===== config.mk =====
export PLATFORM = sky130hd
export DESIGN_NAME = psp_top
export DESIGN_NICKNAME = d
export VERILOG_FILES = /design/src/hdl/psp_pkg.sv /design/src/hdl/psp_fifo.sv /design/src/hdl/psp_top.sv
export VERILOG_INCLUDE_DIRS = /design/src /design/src/hdl
export SDC_FILE = /design/constraint.sdc
export NUM_CORES = 1
export LEC_CHECK = 0
export BUFFER_PORTS_ARGS = -buffer_cell sky130_fd_sc_hd__clkbuf_2
export CAP_MARGIN = 15
export CORE_ASPECT_RATIO = 1.4
export CORE_MARGIN = 5
export CORE_UTILIZATION = 23
export DETAILED_ROUTE_END_ITERATION = 8
export GPL_TIMING_DRIVEN = 1
export PLACE_DENSITY = 0.38
export SYNTH_ARGS = -nofsm -noshare
export SYNTH_HDL_FRONTEND = slang
export SYNTH_SLANG_ARGS = --single-unit

===== constraint.sdc =====
create_clock -name core_clk_i -period 4.2 [get_ports core_clk_i]
set_input_delay 0.21 -clock core_clk_i [delete_from_list [all_inputs] [get_ports core_clk_i]]
set_output_delay 0.21 -clock core_clk_i [all_outputs]
set_load 0.01 [all_outputs]

===== src/hdl/psp_cfg.svh =====
// parallel slave port constants and operation summary
//
// Operation
// - enable bit turns data port into slave
// - control pins become read, write, select
// - control pin directions must be input
// - write spans select and write both low
// - write end latches data, sets flags
// - read start drives latch, sets output flag
// - firmware write mid-read shows, no flag
// - read end releases pins, sets irq flag
// - firmware waits irq flag, polls flags
// - works only in internal memory mode
`ifndef PSP_CFG_SVH
`define PSP_CFG_SVH
// ----------------------------------------
// widths, sizes, reset values and the all-input direction value
// ----------------------------------------
`define PSP_DATA_W      8
`define PSP_DIR_ALL_IN  3'h7
`define PSP_LATCH_RST   8'h00
`define PSP_FIFO_DEPTH  16
`define PSP_FIFO_AW     4
`endif


===== src/hdl/psp_pkg.sv =====
// parallel slave port types
`include "psp_cfg.svh"
package psp_pkg;
  // strobe set from the external master, all active low
  typedef struct packed {
    logic cs_n;
    logic rd_n;
    logic wr_n;
  } psp_strb_t;
  // firmware status flags
  typedef struct packed {
    logic in_full;   // byte written by the master, not yet read by firmware
    logic out_full;  // latch handed to the master by a read start
    logic irq;       // a cycle has closed
  } psp_flags_t;
  typedef enum logic [1:0] {PSP_IDLE, PSP_WRITE, PSP_READ} psp_state_t;
endpackage : psp_pkg


===== src/hdl/psp_fifo.sv =====
// parameterised valid/ready fifo
`timescale 1ns/1ps
module psp_fifo #(
  parameter int W  = 8,
  parameter int D  = 16,
  parameter int AW = 4
) (
  input  wire logic         core_clk_i,
  input  wire logic         rst_i,
  input  wire logic         ce_i,
  input  wire logic [W-1:0] in_data_i,
  input  wire logic         in_valid_i,
  output logic              in_ready_o,
  output logic [W-1:0]      out_data_o,
  output logic              out_valid_o,
  input  wire logic         out_ready_i
);
  logic [W-1:0] mem_ff [D];     // storage array
  logic [AW:0]  wr_ptr_ff;      // write pointer with wrap bit
  logic [AW:0]  rd_ptr_ff;      // read pointer with wrap bit
  logic         push;
  logic         pop;
  logic         full;
  logic         empty;
  // ----------------------------------------
  // status
  // ----------------------------------------
  assign full  = (wr_ptr_ff[AW] != rd_ptr_ff[AW]) && (wr_ptr_ff[AW-1:0] == rd_ptr_ff[AW-1:0]);
  assign empty = (wr_ptr_ff == rd_ptr_ff);
  assign push  = ce_i && in_valid_i && !full;
  assign pop   = ce_i && out_ready_i && !empty;
  assign in_ready_o  = !full;
  assign out_valid_o = !empty;
  assign out_data_o  = mem_ff[rd_ptr_ff[AW-1:0]];
  // storage write, no reset needed for data
  always_ff @(posedge core_clk_i) begin
    if (push) begin
      mem_ff[wr_ptr_ff[AW-1:0]] <= in_data_i;
    end
  end
  // pointers
  always_ff @(posedge core_clk_i) begin
    if (rst_i) begin
      wr_ptr_ff <= '0;
      rd_ptr_ff <= '0;
    end else begin
      if (push) begin
        wr_ptr_ff <= wr_ptr_ff + 1'b1;
      end
      if (pop) begin
        rd_ptr_ff <= rd_ptr_ff + 1'b1;
      end
    end
  end
endmodule : psp_fifo


===== src/hdl/psp_top.sv =====
// parallel slave port device-side logic
`timescale 1ns/1ps
`include "psp_cfg.svh"
module psp_top
  import psp_pkg::*;
(
  input  wire logic                   core_clk_i,
  input  wire logic                   rst_i,
  input  wire logic                   ce_i,
  input  wire logic                   slave_port_enable_i,   // mode bit
  input  wire logic                   micro_mode_i,          // internal-memory mode
  input  wire logic [2:0]             control_pin_direction_i,
  input  wire psp_strb_t              strb_i,                // raw pins
  input  wire logic [`PSP_DATA_W-1:0] pd_in_i,               // data pins in
  output logic [`PSP_DATA_W-1:0]      pd_out_o,
  output logic                        pd_oe_o,
  input  wire logic                   fw_wr_i,               // firmware latch write
  input  wire logic [`PSP_DATA_W-1:0] fw_wdata_i,
  input  wire logic                   fw_rd_i,               // firmware latch read
  output logic [`PSP_DATA_W-1:0]      fw_rdata_o,
  input  wire logic                   fw_out_full_clr_i,     // output flag clear
  input  wire logic                   fw_irq_clr_i,
  output psp_flags_t                  flags_o,
  output logic                        active_o,
  output logic [`PSP_DATA_W-1:0]      rx_data_o,             // fifo drain side
  output logic                        rx_valid_o,
  input  wire logic                   rx_ready_i
);
  // ----------------------------------------
  // synchroniser and gating
  // ----------------------------------------
  psp_strb_t              s1_ff;     // first stage, read only by s2
  psp_strb_t              s2_ff;     // synchronised strobes
  logic [`PSP_DATA_W-1:0] d1_ff;     // data pins, first stage, read only by d2
  logic [`PSP_DATA_W-1:0] d2_ff;     // data pins, same lag as s2
  psp_state_t             st_ff;     // cycle state
  logic [`PSP_DATA_W-1:0] latch_ff;  // port latch shared by both sides
  logic [`PSP_DATA_W-1:0] din_ff;    // data pins captured while writing
  psp_flags_t             fl_ff;     // firmware flags
  logic                   oe_ff;     // pin drive enable
  logic                   act_ff;    // enable status copy
  logic [`PSP_DATA_W-1:0] rdat_ff;   // firmware read data
  // port enable and decode of the synchronised strobes
  logic                   en;        // port allowed to run
  logic                   wr_go;     // select and write both low
  logic                   rd_go;     // select and read both low
  logic                   wr_end;    // select or write high
  logic                   rd_end;    // select or read high
  // receive queue drain side
  logic [`PSP_DATA_W-1:0] f_data;    // head of queue
  logic                   f_valid;   // queue not empty

  // strobes and data through two flops before any decode; the data pipe
  // keeps the same lag, so the byte kept is the one present at the strobe's
  // rise; the master must hold its data until that rise
  always_ff @(posedge core_clk_i) begin
    if (rst_i) begin
      s1_ff <= '1;
      s2_ff <= '1;
      d1_ff <= `PSP_LATCH_RST;
      d2_ff <= `PSP_LATCH_RST;
    end else if (ce_i) begin
      s1_ff <= strb_i;
      s2_ff <= s1_ff;
      d1_ff <= pd_in_i;
      d2_ff <= d1_ff;
    end
  end

  // port only runs with mode bit, inputs directed, internal memory mode
  assign en = slave_port_enable_i && micro_mode_i
           && (control_pin_direction_i == `PSP_DIR_ALL_IN);
  assign wr_go  = !s2_ff.cs_n && !s2_ff.wr_n;
  assign rd_go  = !s2_ff.cs_n && !s2_ff.rd_n;
  assign wr_end = s2_ff.cs_n || s2_ff.wr_n;
  assign rd_end = s2_ff.cs_n || s2_ff.rd_n;

  // ----------------------------------------
  // cycle state machine
  // ----------------------------------------
  always_ff @(posedge core_clk_i) begin
    if (rst_i) begin
      st_ff <= PSP_IDLE;
    end else if (ce_i) begin
      case (st_ff)
        PSP_IDLE: begin
          if (!en) st_ff <= PSP_IDLE;
          else if (wr_go) st_ff <= PSP_WRITE;
          else if (rd_go) st_ff <= PSP_READ;
        end
        PSP_WRITE: if (wr_end) st_ff <= PSP_IDLE;
        PSP_READ:  if (rd_end) st_ff <= PSP_IDLE;
        default:   st_ff <= PSP_IDLE;
      endcase
    end
  end

  // delayed data pins sampled during write; the last sample before the
  // synchronised end is the byte present when the strobe rose
  always_ff @(posedge core_clk_i) begin
    if (rst_i) begin
      din_ff <= `PSP_LATCH_RST;
    end else if (ce_i && st_ff == PSP_WRITE && !wr_end) begin
      din_ff <= d2_ff;
    end
  end

  // port latch: external write end or firmware write
  always_ff @(posedge core_clk_i) begin
    if (rst_i) begin
      latch_ff <= `PSP_LATCH_RST;
    end else if (ce_i) begin
      if (st_ff == PSP_WRITE && wr_end) latch_ff <= din_ff;
      else if (fw_wr_i) latch_ff <= fw_wdata_i;
    end
  end

  // drive pins during read; firmware write shows at once
  always_ff @(posedge core_clk_i) begin
    if (rst_i) begin
      oe_ff    <= 1'b0;
      pd_out_o <= `PSP_LATCH_RST;
    end else if (ce_i) begin
      oe_ff    <= (st_ff == PSP_READ) && !rd_end;
      pd_out_o <= fw_wr_i ? fw_wdata_i : latch_ff;
    end
  end

  // ----------------------------------------
  // flags: set wins over clear
  // ----------------------------------------
  always_ff @(posedge core_clk_i) begin
    if (rst_i) begin
      fl_ff <= '0;
    end else if (ce_i) begin
      if (st_ff == PSP_WRITE && wr_end) fl_ff.in_full <= 1'b1;
      else if (fw_rd_i) fl_ff.in_full <= 1'b0;
      // output flag set only on read start, not by mid-read firmware writes
      if (st_ff == PSP_IDLE && en && !wr_go && rd_go) fl_ff.out_full <= 1'b1;
      else if (fw_out_full_clr_i) fl_ff.out_full <= 1'b0;
      if ((st_ff == PSP_WRITE && wr_end) || (st_ff == PSP_READ && rd_end)) begin
        fl_ff.irq <= 1'b1;
      end else if (fw_irq_clr_i) begin
        fl_ff.irq <= 1'b0;
      end
    end
  end

  // firmware read data and activity
  always_ff @(posedge core_clk_i) begin
    if (rst_i) begin
      rdat_ff <= `PSP_LATCH_RST;
      act_ff  <= 1'b0;
    end else if (ce_i) begin
      rdat_ff <= latch_ff;
      act_ff  <= en;
    end
  end

  // every received byte is also queued; a full fifo drops the byte, so its
  // input ready is left open rather than stalling the external master
  psp_fifo #(.W(`PSP_DATA_W), .D(`PSP_FIFO_DEPTH), .AW(`PSP_FIFO_AW)) u_fifo (
    .core_clk_i  (core_clk_i),
    .rst_i       (rst_i),
    .ce_i        (ce_i),
    .in_data_i   (din_ff),
    .in_valid_i  (st_ff == PSP_WRITE && wr_end),
    .in_ready_o  (),
    .out_data_o  (f_data),
    .out_valid_o (f_valid),
    .out_ready_i (rx_ready_i)
  );

  // ports straight from their flops; the queue side comes from the fifo
  assign pd_oe_o    = oe_ff;
  assign flags_o    = fl_ff;
  assign active_o   = act_ff;
  assign fw_rdata_o = rdat_ff;
  assign rx_data_o  = f_data;
  assign rx_valid_o = f_valid;
endmodule : psp_top


==> results.json <==
{
  "slew_violations": 0,
  "crit_fanout": 23,
  "antenna_found_initial": 0,
  "vdd_ir_drop_max_uv": 184.7,
  "clkSinkCount": 203,
  "start_kind": "flop",
  "grt.total_usage_pct": 9.944,
  "cts_buffer_depth": 3,
  "cap_violations": 0,
  "fin_crit_sh_pct": 75.61,
  "critPathMaxStageDelay_ns": 0.90,
  "path_clk_slew_ns": 0.06,
  "fp.dieW_um": 168.6,
  "cp-end-kind": "output port",
  "yosysWarningCount": 0,
  "drt_iter0_drc": 223,
  "cts_resized": 0,
  "grt_overflow": 0,
  "async_flop_share_pct": 0,
  "die_height_um": 232.1,
  "slew_headroom_pct": 37.85,
  "clk_latency_ns": 0.51,
  "synth_common_cells": "edfxtp_1, dfxtp_1, mux2i_1",
  "setup_violations": 0,
  "layout_min_cycle_time_ns": 3.176,
  "cp_data_required_time_ns": 3.99,
  "grt_pass1_wl_um": 30080,
  "crit_buf_inv": 2,
  "initial_core_util_pct": 23.23,
  "grt_setup_unrepaired": "false",
  "final_nets": 630,
  "status": "finished, final reports clean",
  "pin_count": 62,
  "ys_top_cells_by_area": "edfxtp_1, dfxtp_1, mux4_2, mux2i_1, nor2_1",
  "place_congestion": 0.7139,
  "grt_max_degree": 65,
  "fin_tns_setup_ns": 0,
  "syn-cell-area_mm2": 0.008100,
  "seq_area_mm2": 0.005348,
  "p_total_w": 0.004096,
  "post_cts_buffers": 0,
  "row_count": 81,
  "die_area_mm2": 0.03912,
  "wl_per_cell_um": 18.21,
  "wl_um": 19400,
  "holdWs_ns": 0.04936,
  "drive_above_1_share_pct": 23.32,
  "crit_family": "multiplexers",
  "cts_tree": "done",
  "hp-class": "input pin to flop",
  "synthCells": 520,
  "multi_input_area_mm2": 0.002556,
  "synth-seq-cells": 203,
  "num-fill-cells": 3579,
  "drc": 0,
  "cts_hold_buf": 12,
  "viasPerCell": 4.230,
  "cts_htree_levels": 1,
  "ant_nets": 0,
  "synth_top_area_share_pct": 47.45,
  "portBuffers": 61,
  "worstMarginPinSlew_ns": 0.9323,
  "slowest_stage": "dfxtp_2",
  "synth_flop_cell": "edfxtp_1",
  "synth_largest_area_cell": "edfxtp_1",
  "ys_seq_area_share_pct": 65.99,
  "arrival_ns": 2.97,
  "clock_tree.root_cell": "clkbuf_16",
  "critPathKind": "flop to output port",
  "drtPass1Iterations": 4,
  "antennaDiodeCount": 0,
  "placed_area_mm2": 0.008862,
  "hold_violations": 0,
  "grt_pass1_vias": 4820,
  "area_growth_pct": 19.35,
  "leakagePower_nw": 3.452,
  "synth.distinct_cells": 42,
  "cellPowerDensity_mw_per_mm2": 423.7,
  "syn_nets": 557,
  "syn_avg_cell_area_um2": 15.58,
  "fmax_ghz": 0.3149,
  "numCtsBuffers": 22,
  "dr_total_vias": 4505,
  "core_mm2": 0.03486,
  "final.setup_skew_ns": 0.02185,
  "hpwl_um": 12820,
  "design_area_mm2": 0.009668,
  "path_cells": "buf_4 > mux4_1 > mux4_2 > clkbuf_2",
  "yosysMostFrequentCell": "edfxtp_1",
  "synth_edf_count": 128
}
path summary, 6_finish.rpt:
| kind | startpoint | end | slack, ns | cells after the start |
|---|---|---|---|---|
| setup / recovery | flop | rx_data_o[1] | 1.02 | 4 |
| hold / removal | fw_wdata_i[4] | pd_out_o[4] | 0.05 | 3 |
| setup reg to reg | s2_ff[2] | u_fifo.mem_ff[8][2] | 1.69 | 4 |
| hold reg to reg | s1_ff[1] | s1_ff[1] | 0.47 | 2 |
state kept, by name (all words and copies together) (netlist names), 2 cells and up, named ones only:
register / flops
fw_rdata_o: 8
d2_ff: 8
flags_o: 3
u_fifo.rd_ptr_ff: 5
s1_ff: 3
din_ff: 8
u_fifo.wr_ptr_ff: 5
s2_ff: 3
latch_ff: 8
st_ff: 2
pd_out_o: 8
u_fifo.mem_ff: 128
d1_ff: 8
where the power goes:
| group | internal [W] | total [W] | switching [W] | leakage [nW] |
|---|---|---|---|---|
| Clock | 0.00107 | 0.00184 | 0.000775 | 0.323 |
| Combinational | 0.0000570 | 0.000122 | 0.0000646 | 1.25 |
| Sequential | 0.00212 | 0.00213 | 0.0000154 | 1.87 |
per-layer routing:
metal	up-vias	GRT usage [%]	share of wire, %
li1	2136	-	-
met1	2250	11.95	42
met2	102	18.55	53
met3	17	1.618	4.0
met4	0	2.208	1.3
met5	-	0	0
worst reg2reg max path, delay by kind of cell, from the launching register on:
| kind | cells | cell delay (ns) |
|---|---|---|
| DFF | 1 | 0.38 |
| and+or+nand+nor | 3 | 1.19 |
| AOI/OAI and AO/OA | 1 | 0.57 |
final cells by class:
class	instances	share of cell area (%)
flip-flops and latches	203	55.31
multi-input cells	275	26.44
clock buffers	29	6.186
well taps	456	5.901
repair buffers	77	4.711
clock inverters	11	0.9059
inverters	14	0.5435
metrics by stage:
step | setup slack [ns] | cells | util (%)
after floorplan | 2.068 | 520 | -
after global placement | 1.457 | 1013 | 25.42
after detailed placement | 1.426 | 1013 | 25.42
final | 1.024 | 1065 | 27.73
after CTS | 0.8782 | 1065 | 27.73
after global routing | 0.7940 | 1065 | 27.73
placed cells by master, fill, tap and decap left out, types with 2 or more instances in the layout:
master,count
a211o_1,2
a211oi_1,9
a21oi_1,9
a221oi_1,8
and2_1,2
and3_1,17
buf_4,4
clkbuf_1,6
clkbuf_16,23
clkbuf_2,60
clkinv_1,7
clkinvlp_4,2
dfxtp_1,73
dfxtp_2,2
dlygate4sd3_1,12
edfxtp_1,128
ha_1,5
inv_1,14
mux2_2,7
mux2i_1,56
mux4_1,4
mux4_2,36
nand2_1,20
nand2b_1,8
nand3_1,3
nand4_1,4
nor2_1,55
nor2b_1,7
nor3_1,2
nor4_1,2
xor2_1,5
kinds of logic after synthesis:
| kind of cell | count (synthesis) | synth area share, % |
|---|---|---|
| multiplexers | 103 | 19.20 |
| AO/OA/AOI/OAI | 38 | 3.522 |
| adder cells (fa/ha/maj) | 5 | 0.7723 |
| XOR/XNOR | 6 | 0.6487 |
| flip-flops | 203 | 65.99 |
| buffers and inverters | 42 | 2.456 |
| AND/OR/NAND/NOR | 123 | 7.414 |
Power figures use the tool's default switching activity.
